===== src/inc/aml_pkg.sv =====
// constants, types and register map of the accumulator mode logic
package aml_pkg;
    localparam int ACC_W = 32;
    localparam int DATA_W = 16;
    localparam int SHIFT_W = 4;
    localparam int STORE_SH_W = 3;
    localparam int REG_SPAN_BITS = 8;
    // register byte offsets
    localparam logic [7:0] OFF_STATUS_ZERO = 8'h00;
    localparam logic [7:0] OFF_STATUS_ONE = 8'h04;
    localparam logic [7:0] OFF_ACC = 8'h08;
    localparam logic [7:0] OFF_PRODUCT = 8'h0c;
    localparam logic [7:0] OFF_MCAND = 8'h10;
    // field positions, shared by bus registers and status loads
    localparam int Z_SAT_BIT = 0;
    localparam int Z_OVF_BIT = 1;
    localparam int O_SEXT_BIT = 0;
    localparam int O_TCF_BIT = 1;
    localparam int O_PSH_LO = 2;
    localparam int O_PSH_HI = 3;
    // reset values
    localparam logic RST_SEXT = 1'b1;
    localparam logic RST_SAT = 1'b0;
    localparam logic [1:0] RST_PSH = 2'h0;
    // saturation limits
    localparam logic [ACC_W-1:0] ACC_MAX = 32'h7fffffff;
    localparam logic [ACC_W-1:0] ACC_MIN = 32'h80000000;
    // product shift amounts and bit-code top
    localparam int PSH_L1 = 1;
    localparam int PSH_L4 = 4;
    localparam int PSH_R6 = 6;
    localparam logic [SHIFT_W-1:0] BIT_CODE_TOP = 4'hf;
    localparam logic [STORE_SH_W-1:0] EARLY_SH_A = 3'h1;
    localparam logic [STORE_SH_W-1:0] EARLY_SH_B = 3'h4;
    localparam logic [1:0] RESP_OKAY = 2'h0;
    localparam logic [1:0] RESP_SLVERR = 2'h2;

    typedef enum logic [1:0] {
        PSH_NONE = 2'h0,
        PSH_LEFT1 = 2'h1,
        PSH_LEFT4 = 2'h2,
        PSH_RIGHT6 = 2'h3
    } aml_psh_e;

    typedef enum logic [4:0] {
        OP_ACC_LOAD, OP_ACC_LOAD_VAR, OP_ADD, OP_ADD_VAR, OP_SUB,
        OP_SUB_VAR, OP_PROD_LOAD, OP_PROD_ADD, OP_PROD_SUB,
        OP_MCAND_LOAD, OP_MULT, OP_MULT_ACC, OP_SQUARE_ACC, OP_ACC_SHL,
        OP_ACC_SHR, OP_STORE_HIGH, OP_STORE_LOW, OP_PROD_STORE_HIGH,
        OP_PROD_STORE_LOW, OP_BIT_TEST, OP_BIT_TEST_VAR,
        OP_BR_FLAG_CLEAR, OP_BR_FLAG_SET, OP_BR_OVF, OP_BR_NO_OVF,
        OP_SET_SIGN_EXT, OP_CLR_SIGN_EXT, OP_SET_SAT, OP_CLR_SAT,
        OP_SET_PROD_SHIFT, OP_LOAD_STATUS, OP_LOAD_STATUS_ONE
    } aml_op_e;

    typedef enum logic [2:0] {
        REG_NONE, REG_STATUS_ZERO, REG_STATUS_ONE, REG_ACC, REG_PRODUCT,
        REG_MCAND
    } aml_reg_e;

    typedef struct packed {
        logic valid;
        aml_op_e op;
        logic [SHIFT_W-1:0] arg;
        logic [DATA_W-1:0] data;
    } aml_instr_s;

    typedef struct packed {
        logic [ACC_W-1:0] val;
        logic ovf;
    } aml_sum_s;
endpackage : aml_pkg


===== src/aml_core.sv =====
// accumulator mode, shift and flag logic with its register slave
//
// Decided for this implementation: the placing of the registers and the AXI4-Lite register port.
module aml_core #(
    parameter int ADDR_W = 8,
    parameter bit EARLY_STORE = 1'b0
) (
    input wire logic sys_clk,
    input wire logic rst,
    input wire logic ce,
    input aml_pkg::aml_instr_s instr,
    output logic [aml_pkg::ACC_W-1:0] acc_q,
    output logic [aml_pkg::ACC_W-1:0] product_reg_q,
    output logic store_valid_q,
    output logic [aml_pkg::DATA_W-1:0] store_data_q,
    output logic branch_valid_q,
    output logic branch_taken_q,
    output logic sign_ext_mode_bit_q,
    output logic saturate_mode_bit_q,
    output logic overflow_flag_q,
    output logic test_control_flag_q,
    output logic [1:0] product_shift_field_q,
    input wire logic [ADDR_W-1:0] s_axi_awaddr,
    input wire logic s_axi_awvalid,
    output logic s_axi_awready,
    input wire logic [31:0] s_axi_wdata,
    input wire logic [3:0] s_axi_wstrb,
    input wire logic s_axi_wvalid,
    output logic s_axi_wready,
    output logic [1:0] s_axi_bresp,
    output logic s_axi_bvalid,
    input wire logic s_axi_bready,
    input wire logic [ADDR_W-1:0] s_axi_araddr,
    input wire logic s_axi_arvalid,
    output logic s_axi_arready,
    output logic [31:0] s_axi_rdata,
    output logic [1:0] s_axi_rresp,
    output logic s_axi_rvalid,
    input wire logic s_axi_rready
);
    localparam int AW = aml_pkg::ACC_W;
    localparam int DW = aml_pkg::DATA_W;

    if (ADDR_W < aml_pkg::REG_SPAN_BITS || ADDR_W > 32) begin : g_chk
        $error("address width out of range");
    end

    logic [DW-1:0] mcand_q;
    logic [ADDR_W-1:0] awaddr_q;
    logic [31:0] wdata_q;
    logic [3:0] wstrb_q;
    logic wr_do;
    aml_pkg::aml_reg_e wr_sel;
    aml_pkg::aml_reg_e rd_sel;
    logic [31:0] rd_word;
    logic [AW-1:0] acc_d;
    logic acc_we;
    logic [AW-1:0] prod_d;
    logic prod_we;
    logic ovf_ev;
    logic [AW-1:0] in_sh;
    logic [AW-1:0] prod_sh;
    logic [AW-1:0] store_word;
    logic [aml_pkg::STORE_SH_W-1:0] st_sh;
    logic [aml_pkg::SHIFT_W-1:0] bit_code;
    aml_pkg::aml_sum_s sum;
    logic go;

    // sign or zero extension of a data word
    function automatic logic [AW-1:0] ext16(input logic [DW-1:0] d,
                                            input logic sx);
        ext16 = sx ? {{(AW-DW){d[DW-1]}}, d} : {{(AW-DW){1'b0}}, d};
    endfunction : ext16

    // product scaling before accumulation or store
    function automatic logic [AW-1:0] pshift(input logic [AW-1:0] p,
                                             input logic [1:0] f);
        unique case (aml_pkg::aml_psh_e'(f))
            aml_pkg::PSH_NONE: pshift = p;
            aml_pkg::PSH_LEFT1: pshift = p << aml_pkg::PSH_L1;
            aml_pkg::PSH_LEFT4: pshift = p << aml_pkg::PSH_L4;
            aml_pkg::PSH_RIGHT6:
                pshift = AW'($signed(p) >>> aml_pkg::PSH_R6);
        endcase
    endfunction : pshift

    // add or subtract with overflow detect and optional saturation
    function automatic aml_pkg::aml_sum_s alu_sum(input logic [AW-1:0] a,
                                                  input logic [AW-1:0] b,
                                                  input logic sub,
                                                  input logic sat);
        logic [AW:0] s;
        aml_pkg::aml_sum_s r;
        s = sub ? {a[AW-1], a} - {b[AW-1], b}
                : {a[AW-1], a} + {b[AW-1], b};
        r.ovf = s[AW] ^ s[AW-1];
        if (r.ovf && sat) begin
            r.val = s[AW] ? aml_pkg::ACC_MIN : aml_pkg::ACC_MAX;
        end else begin
            r.val = s[AW-1:0];
        end
        return r;
    endfunction : alu_sum

    // register decode, low two address bits ignored
    function automatic aml_pkg::aml_reg_e reg_sel(input logic [ADDR_W-1:0] a);
        logic [ADDR_W-1:0] w;
        w = {a[ADDR_W-1:2], 2'h0};
        if (w == ADDR_W'(aml_pkg::OFF_STATUS_ZERO)) begin
            reg_sel = aml_pkg::REG_STATUS_ZERO;
        end else if (w == ADDR_W'(aml_pkg::OFF_STATUS_ONE)) begin
            reg_sel = aml_pkg::REG_STATUS_ONE;
        end else if (w == ADDR_W'(aml_pkg::OFF_ACC)) begin
            reg_sel = aml_pkg::REG_ACC;
        end else if (w == ADDR_W'(aml_pkg::OFF_PRODUCT)) begin
            reg_sel = aml_pkg::REG_PRODUCT;
        end else if (w == ADDR_W'(aml_pkg::OFF_MCAND)) begin
            reg_sel = aml_pkg::REG_MCAND;
        end else begin
            reg_sel = aml_pkg::REG_NONE;
        end
    endfunction : reg_sel

    assign go = ce && instr.valid;
    assign wr_do = !s_axi_awready && !s_axi_wready && !s_axi_bvalid;
    assign wr_sel = reg_sel(awaddr_q);
    assign rd_sel = reg_sel(s_axi_araddr);

    // incoming operand path and store path
    always_comb begin
        unique case (instr.op)
            aml_pkg::OP_ACC_LOAD_VAR, aml_pkg::OP_ADD_VAR,
            aml_pkg::OP_SUB_VAR:
                in_sh = ext16(instr.data, sign_ext_mode_bit_q)
                        << mcand_q[aml_pkg::SHIFT_W-1:0];
            default:
                in_sh = ext16(instr.data, sign_ext_mode_bit_q)
                        << instr.arg;
        endcase
        prod_sh = pshift(product_reg_q, product_shift_field_q);
        st_sh = instr.arg[aml_pkg::STORE_SH_W-1:0];
        if (EARLY_STORE && st_sh != aml_pkg::EARLY_SH_A
                && st_sh != aml_pkg::EARLY_SH_B) begin
            st_sh = '0;
        end
        store_word = acc_q << st_sh;
        bit_code = (instr.op == aml_pkg::OP_BIT_TEST_VAR)
                   ? mcand_q[aml_pkg::SHIFT_W-1:0] : instr.arg;
    end

    // accumulator and product next values, one cycle per op
    always_comb begin
        acc_d = acc_q;
        acc_we = 1'b0;
        prod_d = product_reg_q;
        prod_we = 1'b0;
        ovf_ev = 1'b0;
        sum = alu_sum(acc_q, in_sh, 1'b0, saturate_mode_bit_q);
        unique case (instr.op)
            aml_pkg::OP_ACC_LOAD, aml_pkg::OP_ACC_LOAD_VAR: begin
                acc_d = in_sh;
                acc_we = 1'b1;
            end
            aml_pkg::OP_ADD, aml_pkg::OP_ADD_VAR,
            aml_pkg::OP_SUB, aml_pkg::OP_SUB_VAR: begin
                sum = alu_sum(acc_q, in_sh,
                              instr.op == aml_pkg::OP_SUB
                              || instr.op == aml_pkg::OP_SUB_VAR,
                              saturate_mode_bit_q);
                acc_d = sum.val;
                acc_we = 1'b1;
                ovf_ev = sum.ovf;
            end
            aml_pkg::OP_PROD_LOAD: begin
                acc_d = prod_sh;
                acc_we = 1'b1;
            end
            aml_pkg::OP_PROD_ADD, aml_pkg::OP_PROD_SUB,
            aml_pkg::OP_MULT_ACC, aml_pkg::OP_SQUARE_ACC: begin
                sum = alu_sum(acc_q, prod_sh,
                              instr.op == aml_pkg::OP_PROD_SUB,
                              saturate_mode_bit_q);
                acc_d = sum.val;
                acc_we = 1'b1;
                ovf_ev = sum.ovf;
            end
            aml_pkg::OP_ACC_SHL: begin
                acc_d = acc_q << 1;
                acc_we = 1'b1;
            end
            aml_pkg::OP_ACC_SHR: begin
                acc_d = sign_ext_mode_bit_q ? AW'($signed(acc_q) >>> 1)
                                            : acc_q >> 1;
                acc_we = 1'b1;
            end
            default: begin
            end
        endcase
        unique case (instr.op)
            aml_pkg::OP_MULT, aml_pkg::OP_MULT_ACC: begin
                prod_d = AW'($signed(instr.data) * $signed(mcand_q));
                prod_we = 1'b1;
            end
            aml_pkg::OP_SQUARE_ACC: begin
                prod_d = AW'($signed(instr.data) * $signed(instr.data));
                prod_we = 1'b1;
            end
            default: begin
            end
        endcase
    end

    // accumulator
    always_ff @(posedge sys_clk) begin
        if (rst) begin
            acc_q <= '0;
        end else if (go && acc_we) begin
            acc_q <= acc_d;
        end
    end

    // product register
    always_ff @(posedge sys_clk) begin
        if (rst) begin
            product_reg_q <= '0;
        end else if (go && prod_we) begin
            product_reg_q <= prod_d;
        end
    end

    // multiplicand register, op load wins over bus write
    always_ff @(posedge sys_clk) begin
        if (rst) begin
            mcand_q <= '0;
        end else if (ce) begin
            if (wr_do && wr_sel == aml_pkg::REG_MCAND) begin
                if (wstrb_q[0]) mcand_q[7:0] <= wdata_q[7:0];
                if (wstrb_q[1]) mcand_q[DW-1:8] <= wdata_q[DW-1:8];
            end
            if (go && instr.op == aml_pkg::OP_MCAND_LOAD) begin
                mcand_q <= instr.data;
            end
        end
    end

    // mode bits and flags
    always_ff @(posedge sys_clk) begin
        if (rst) begin
            sign_ext_mode_bit_q <= aml_pkg::RST_SEXT;
            saturate_mode_bit_q <= aml_pkg::RST_SAT;
            product_shift_field_q <= aml_pkg::RST_PSH;
            overflow_flag_q <= 1'b0;
            test_control_flag_q <= 1'b0;
        end else if (ce) begin
            if (wr_do && wstrb_q[0]
                    && wr_sel == aml_pkg::REG_STATUS_ZERO) begin
                saturate_mode_bit_q <= wdata_q[aml_pkg::Z_SAT_BIT];
                overflow_flag_q <= wdata_q[aml_pkg::Z_OVF_BIT];
            end
            if (wr_do && wstrb_q[0]
                    && wr_sel == aml_pkg::REG_STATUS_ONE) begin
                sign_ext_mode_bit_q <= wdata_q[aml_pkg::O_SEXT_BIT];
                test_control_flag_q <= wdata_q[aml_pkg::O_TCF_BIT];
                product_shift_field_q <=
                    wdata_q[aml_pkg::O_PSH_HI:aml_pkg::O_PSH_LO];
            end
            if (go) begin
                unique case (instr.op)
                    aml_pkg::OP_SET_SIGN_EXT: sign_ext_mode_bit_q <= 1'b1;
                    aml_pkg::OP_CLR_SIGN_EXT: sign_ext_mode_bit_q <= 1'b0;
                    aml_pkg::OP_SET_SAT: saturate_mode_bit_q <= 1'b1;
                    aml_pkg::OP_CLR_SAT: saturate_mode_bit_q <= 1'b0;
                    aml_pkg::OP_SET_PROD_SHIFT:
                        product_shift_field_q <= instr.arg[1:0];
                    aml_pkg::OP_LOAD_STATUS: begin
                        saturate_mode_bit_q <=
                            instr.data[aml_pkg::Z_SAT_BIT];
                        overflow_flag_q <= instr.data[aml_pkg::Z_OVF_BIT];
                    end
                    aml_pkg::OP_LOAD_STATUS_ONE: begin
                        sign_ext_mode_bit_q <=
                            instr.data[aml_pkg::O_SEXT_BIT];
                        test_control_flag_q <=
                            instr.data[aml_pkg::O_TCF_BIT];
                        product_shift_field_q <=
                            instr.data[aml_pkg::O_PSH_HI:aml_pkg::O_PSH_LO];
                    end
                    aml_pkg::OP_BIT_TEST, aml_pkg::OP_BIT_TEST_VAR:
                        test_control_flag_q <=
                            instr.data[aml_pkg::BIT_CODE_TOP - bit_code];
                    aml_pkg::OP_BR_OVF, aml_pkg::OP_BR_NO_OVF:
                        overflow_flag_q <= 1'b0;
                    default: begin
                    end
                endcase
                if (ovf_ev) begin
                    overflow_flag_q <= 1'b1;
                end
            end
        end
    end

    // branch decisions and store data
    always_ff @(posedge sys_clk) begin
        if (rst) begin
            branch_valid_q <= 1'b0;
            branch_taken_q <= 1'b0;
            store_valid_q <= 1'b0;
            store_data_q <= '0;
        end else if (ce) begin
            branch_valid_q <= 1'b0;
            branch_taken_q <= 1'b0;
            store_valid_q <= 1'b0;
            if (go) begin
                unique case (instr.op)
                    aml_pkg::OP_BR_OVF: begin
                        branch_valid_q <= 1'b1;
                        branch_taken_q <= overflow_flag_q;
                    end
                    aml_pkg::OP_BR_NO_OVF: begin
                        branch_valid_q <= 1'b1;
                        branch_taken_q <= !overflow_flag_q;
                    end
                    aml_pkg::OP_BR_FLAG_CLEAR: begin
                        branch_valid_q <= 1'b1;
                        branch_taken_q <= !test_control_flag_q;
                    end
                    aml_pkg::OP_BR_FLAG_SET: begin
                        branch_valid_q <= 1'b1;
                        branch_taken_q <= test_control_flag_q;
                    end
                    aml_pkg::OP_STORE_HIGH: begin
                        store_valid_q <= 1'b1;
                        store_data_q <= store_word[AW-1:DW];
                    end
                    aml_pkg::OP_STORE_LOW: begin
                        store_valid_q <= 1'b1;
                        store_data_q <= store_word[DW-1:0];
                    end
                    aml_pkg::OP_PROD_STORE_HIGH: begin
                        store_valid_q <= 1'b1;
                        store_data_q <= prod_sh[AW-1:DW];
                    end
                    aml_pkg::OP_PROD_STORE_LOW: begin
                        store_valid_q <= 1'b1;
                        store_data_q <= prod_sh[DW-1:0];
                    end
                    default: begin
                    end
                endcase
            end
        end
    end

    // bus write channels
    always_ff @(posedge sys_clk) begin
        if (rst) begin
            s_axi_awready <= 1'b1;
            s_axi_wready <= 1'b1;
            s_axi_bvalid <= 1'b0;
            s_axi_bresp <= aml_pkg::RESP_OKAY;
            awaddr_q <= '0;
            wdata_q <= '0;
            wstrb_q <= '0;
        end else if (ce) begin
            if (s_axi_awvalid && s_axi_awready) begin
                awaddr_q <= s_axi_awaddr;
                s_axi_awready <= 1'b0;
            end
            if (s_axi_wvalid && s_axi_wready) begin
                wdata_q <= s_axi_wdata;
                wstrb_q <= s_axi_wstrb;
                s_axi_wready <= 1'b0;
            end
            if (wr_do) begin
                s_axi_bvalid <= 1'b1;
                s_axi_bresp <= (wr_sel == aml_pkg::REG_NONE)
                               ? aml_pkg::RESP_SLVERR : aml_pkg::RESP_OKAY;
            end
            if (s_axi_bvalid && s_axi_bready) begin
                s_axi_bvalid <= 1'b0;
                s_axi_awready <= 1'b1;
                s_axi_wready <= 1'b1;
            end
        end
    end

    // read data mux
    always_comb begin
        rd_word = '0;
        unique case (rd_sel)
            aml_pkg::REG_STATUS_ZERO: begin
                rd_word[aml_pkg::Z_SAT_BIT] = saturate_mode_bit_q;
                rd_word[aml_pkg::Z_OVF_BIT] = overflow_flag_q;
            end
            aml_pkg::REG_STATUS_ONE: begin
                rd_word[aml_pkg::O_SEXT_BIT] = sign_ext_mode_bit_q;
                rd_word[aml_pkg::O_TCF_BIT] = test_control_flag_q;
                rd_word[aml_pkg::O_PSH_HI:aml_pkg::O_PSH_LO] =
                    product_shift_field_q;
            end
            aml_pkg::REG_ACC: rd_word = acc_q;
            aml_pkg::REG_PRODUCT: rd_word = product_reg_q;
            aml_pkg::REG_MCAND: rd_word[DW-1:0] = mcand_q;
            default: rd_word = '0;
        endcase
    end

    // bus read channels
    always_ff @(posedge sys_clk) begin
        if (rst) begin
            s_axi_arready <= 1'b1;
            s_axi_rvalid <= 1'b0;
            s_axi_rdata <= '0;
            s_axi_rresp <= aml_pkg::RESP_OKAY;
        end else if (ce) begin
            if (s_axi_arvalid && s_axi_arready) begin
                s_axi_arready <= 1'b0;
                s_axi_rvalid <= 1'b1;
                s_axi_rdata <= rd_word;
                s_axi_rresp <= (rd_sel == aml_pkg::REG_NONE)
                               ? aml_pkg::RESP_SLVERR : aml_pkg::RESP_OKAY;
            end
            if (s_axi_rvalid && s_axi_rready) begin
                s_axi_rvalid <= 1'b0;
                s_axi_arready <= 1'b1;
            end
        end
    end
endmodule : aml_core


===== config.mk =====
export PLATFORM = sky130hd
export DESIGN_NAME = aml_core
export DESIGN_NICKNAME = d
export VERILOG_FILES = /design/src/inc/aml_pkg.sv /design/src/aml_core.sv
export SDC_FILE = /design/constraint.sdc
export NUM_CORES = 2
export LEC_CHECK = 0
export ABC_AREA = 1
export BUFFER_PORTS_ARGS = -buffer_cell sky130_fd_sc_hd__buf_2
export CAP_MARGIN = 30
export CORE_MARGIN = 2
export CORE_UTILIZATION = 40
export DETAILED_ROUTE_END_ITERATION = 16
export GPL_TIMING_DRIVEN = 0
export PLACE_DENSITY = 0.61
export SLEW_MARGIN = 10
export SYNTH_ARGS = -nofsm -noshare
export SYNTH_HDL_FRONTEND = slang
export SYNTH_SLANG_ARGS = --single-unit

===== constraint.sdc =====
create_clock -name sys_clk -period 12.7 [get_ports sys_clk]
set_input_delay 0.635 -clock sys_clk [delete_from_list [all_inputs] [get_ports sys_clk]]
set_output_delay 0.635 -clock sys_clk [all_outputs]
set_load 0.1 [all_outputs]

==> impl_metrics.py <==
metrics = {
    "run_status": {
        "status": "finished with violations",
        "violations": "design-rule violations",
    },
    "timing": {
        "rsz0062_at_grt": "no",
        "maxSlewViolCount": 0,
        "tns_ns": 0,
        "post-route-period-util_pct": 68.2,
        "finalCriticalPeriod_ns": 8.66,
        "worst_slew_pin_slew_ns": 1.08,
        "max_freq_mhz": 116,
        "fin_worst_skew_ns": 0.0239,
        "hold_viol": 0,
        "setup_ws_ns": 4.04,
        "relSlewSlack_pct": 28.2,
        "setup_viol": 0,
    },
    "route": {
        "via_count": 36300,
        "wirelength_um": 149000,
        "drc": 21,
        "drt_pass1_iterations": 14,
        "viasPerCell": 5.59,
        "post_drt_wl_per_cell_um": 23.0,
        "drtIter0Drc": 4941,
        "ant_nets": 0,
    },
    "layout": {
        "mostFrequentLayoutCells": "1152 x nand2_1, 1101 x inv_1, 504 x fa_1, 356 x a21oi_1, 293 x o21ai_0",
        "layout-drive-gt1-share_pct": 6.13,
        "final_common_cell": "nand2_1",
        "syn_to_final_growth_pct": 8.73,
        "nets": 6141,
        "fin_area_mm2": 0.0389,
    },
    "synth": {
        "yosys_warnings": 0,
        "avgSynthCellArea_um2": 7.01,
        "syn_area_mm2": 0.0357,
        "yosysSeqAreaShare_pct": 9.41,
        "synth-seq-cells": 168,
        "synthArstFlopShare_pct": 0,
        "synth_edf_count": 0,
        "synth.distinct_cells": 65,
        "synthCells": 5103,
        "ys.flop_type": "dfxtp_1",
    },
    "placement": {
        "dpl_cell_area_mm2": 0.0382,
        "place_congestion": 1.06,
        "pre_cts_ws_ns": 3.85,
        "dpl.hpwl_um": 126000,
        "io_buffers": 183,
    },
    "power_and_ir_drop": {
        "power_density_mw_per_mm2": 168,
        "total_power_mw": 6.51,
        "worst_ir_drop_vdd_mv": 0.253,
        "total_leakage_power_nw": 19.5,
    },
    "clock_network": {
        "clk_latency_ns": 0.49,
        "clk_pin_slew_ns": 0.08,
        "clockBufferDepth": 2,
        "cts_setup_buffers": 0,
        "cts_buffers": 17,
        "ctsHoldBuffers": 0,
        "cts-resized-gates": 0,
        "clock_sinks": 168,
        "cts_htree_levels": 4,
        "tritoncts": "yes",
        "cts_root_buf": "clkbuf_16",
    },
    "global_route": {
        "grt_overflow": 0,
        "grt_usage_pct": 32.6,
        "antenna_found_initial": 11,
        "grt_pass1_wl_um": 222000,
        "grt_pass1_vias": 34800,
        "grt_max_degree": 20,
    },
    "die": {
        "dieHeight_um": 303,
        "design.die.area_mm2": 0.0918,
        "initial_core_util_pct": 40.4,
        "die_x_um": 303,
        "io_pins": 216,
        "placementRows": 109,
        "design.core.area_mm2": 0.0885,
    },
    "worst_setup_path": {
        "crit_required_ns": 13.07,
        "cpMostUsedCell": "inv_1",
        "cpMaxStageDelayCell": "clkbuf_1",
        "start_kind": "input pin",
        "r2r_slack_ns": 4.50,
        "critPathKind": "in2reg",
        "worstPathMaxFanout": 10,
        "critical_path_arrival_ns": 9.02,
        "critPathCaptureType": "flip-flop",
        "max_stage_delay_ns": 0.70,
    },
    "flow_run": {
        "maxCapViolCount": 0,
    },
    "min_path": {
        "hold_class": "in2reg",
    },
}
[cell usage after synthesis, types with 19 or more instances]
cell | count | share of area (%)
nand2_1 | 1152 | 12
inv_1 | 1101 | 12
fa_1 | 504 | 28
a21oi_1 | 356 | 5.0
o21ai_0 | 293 | 4.1
ha_1 | 233 | 8.2
nor2_1 | 226 | 2.4
nand3_1 | 208 | 2.9
clkbuf_1 | 183 | 1.9
dfxtp_1 | 168 | 9.4
xor2_1 | 95 | 2.3
xnor2_1 | 63 | 1.5
o22ai_1 | 61 | 1.1
o211ai_1 | 49 | 1.0
o221ai_1 | 41 | 1.0
a211oi_1 | 40 | 0.84
a31oi_1 | 29 | 0.51
nor3_1 | 29 | 0.41
o21a_1 | 21 | 0.44
buf_2 | 19 | 0.27
[kinds of logic (layout without fill, tap and decap cells)]
| logic type | Yosys count | after routing | share of synthesized area (%) |
|---|---|---|---|
| simple gates | 1693 | 1693 | 19.5 |
| xor+xnor | 158 | 158 | 3.87 |
| mux | 5 | 5 | 0.144 |
| other cells | 1 | 4 | 0.0105 |
| compound gates | 986 | 986 | 16.2 |
| buf+inv | 1355 | 1582 | 14.5 |
| fa+ha+maj | 737 | 737 | 36.4 |
| flops | 168 | 168 | 9.41 |
[worst paths after layout]
check | from | end | cells past startpoint
min | s_axi_awvalid | s_axi_awready | 4
max reg2reg | mcand_q[2] | product_reg_q[23] | 30
max | instr[10] | product_reg_q[23] | 31
min reg2reg | awaddr_q[6] | awaddr_q[6] | 2
[metal layers]
layer / routed length (um) / up-vias / track usage, %
li1: - / 16400 / -
met1: 65000 / 17500 / 47.4
met2: 60100 / 2082 / 46.8
met3: 18100 / 304 / 8.15
met4: 5860 / 14 / 11.0
met5: 89 / - / 0
[area by class of cell]
class | count | area, um^2
fillers | 9381 | 49600
multi-input cells | 3581 | 27200
clock inverters | 14 | 171
clock buffers | 18 | 439
diodes | 2 | 5.00
flip-flops and latches | 168 | 3360
plain buffers | 236 | 1000
well taps | 1165 | 1460
repair buffers | 195 | 1040
inverters | 1119 | 4200
[registers in the layout, summed over array words and instances, names as in the netlist, 2 cells and up]
register and cells:
store_data_q 16, s_axi_rdata 32, product_shift_field_q 2, acc_q 32, mcand_q 16, product_reg_q 32, wstrb_q 2, awaddr_q 6
wdata_q 16
[report_power, final]
part / leakage (nW) / total, mW / switching (mW) / internal [mW]
Combinational: 17.8 / 5.36 / 3.60 / 1.77
Clock: 0.295 / 0.568 / 0.295 / 0.272
Sequential: 1.37 / 0.580 / 0.0345 / 0.545
[per-stage QoR]
| stage | hold WS (ns) | util (%) | std cells |
|---|---|---|---|
| floorplan | 0.424 | - | 5104 |
| global placement | 0.434 | 43.1 | 6452 |
| detailed placement | 0.440 | 43.2 | 6462 |
| CTS | 0.416 | 43.9 | 6494 |
| global route | 0.442 | 43.9 | 6498 |
| finish | 0.424 | 43.9 | 6498 |
[critical path: cells and delay by family]
family / cells / cell delay, ns
and+or+nand+nor: 5 / 0.59
buffers and inverters: 10 / 2.07
AOI/OAI and AO/OA: 9 / 2.27
adders and majority gates: 7 / 3.43
(Power assumes the default switching activity.)
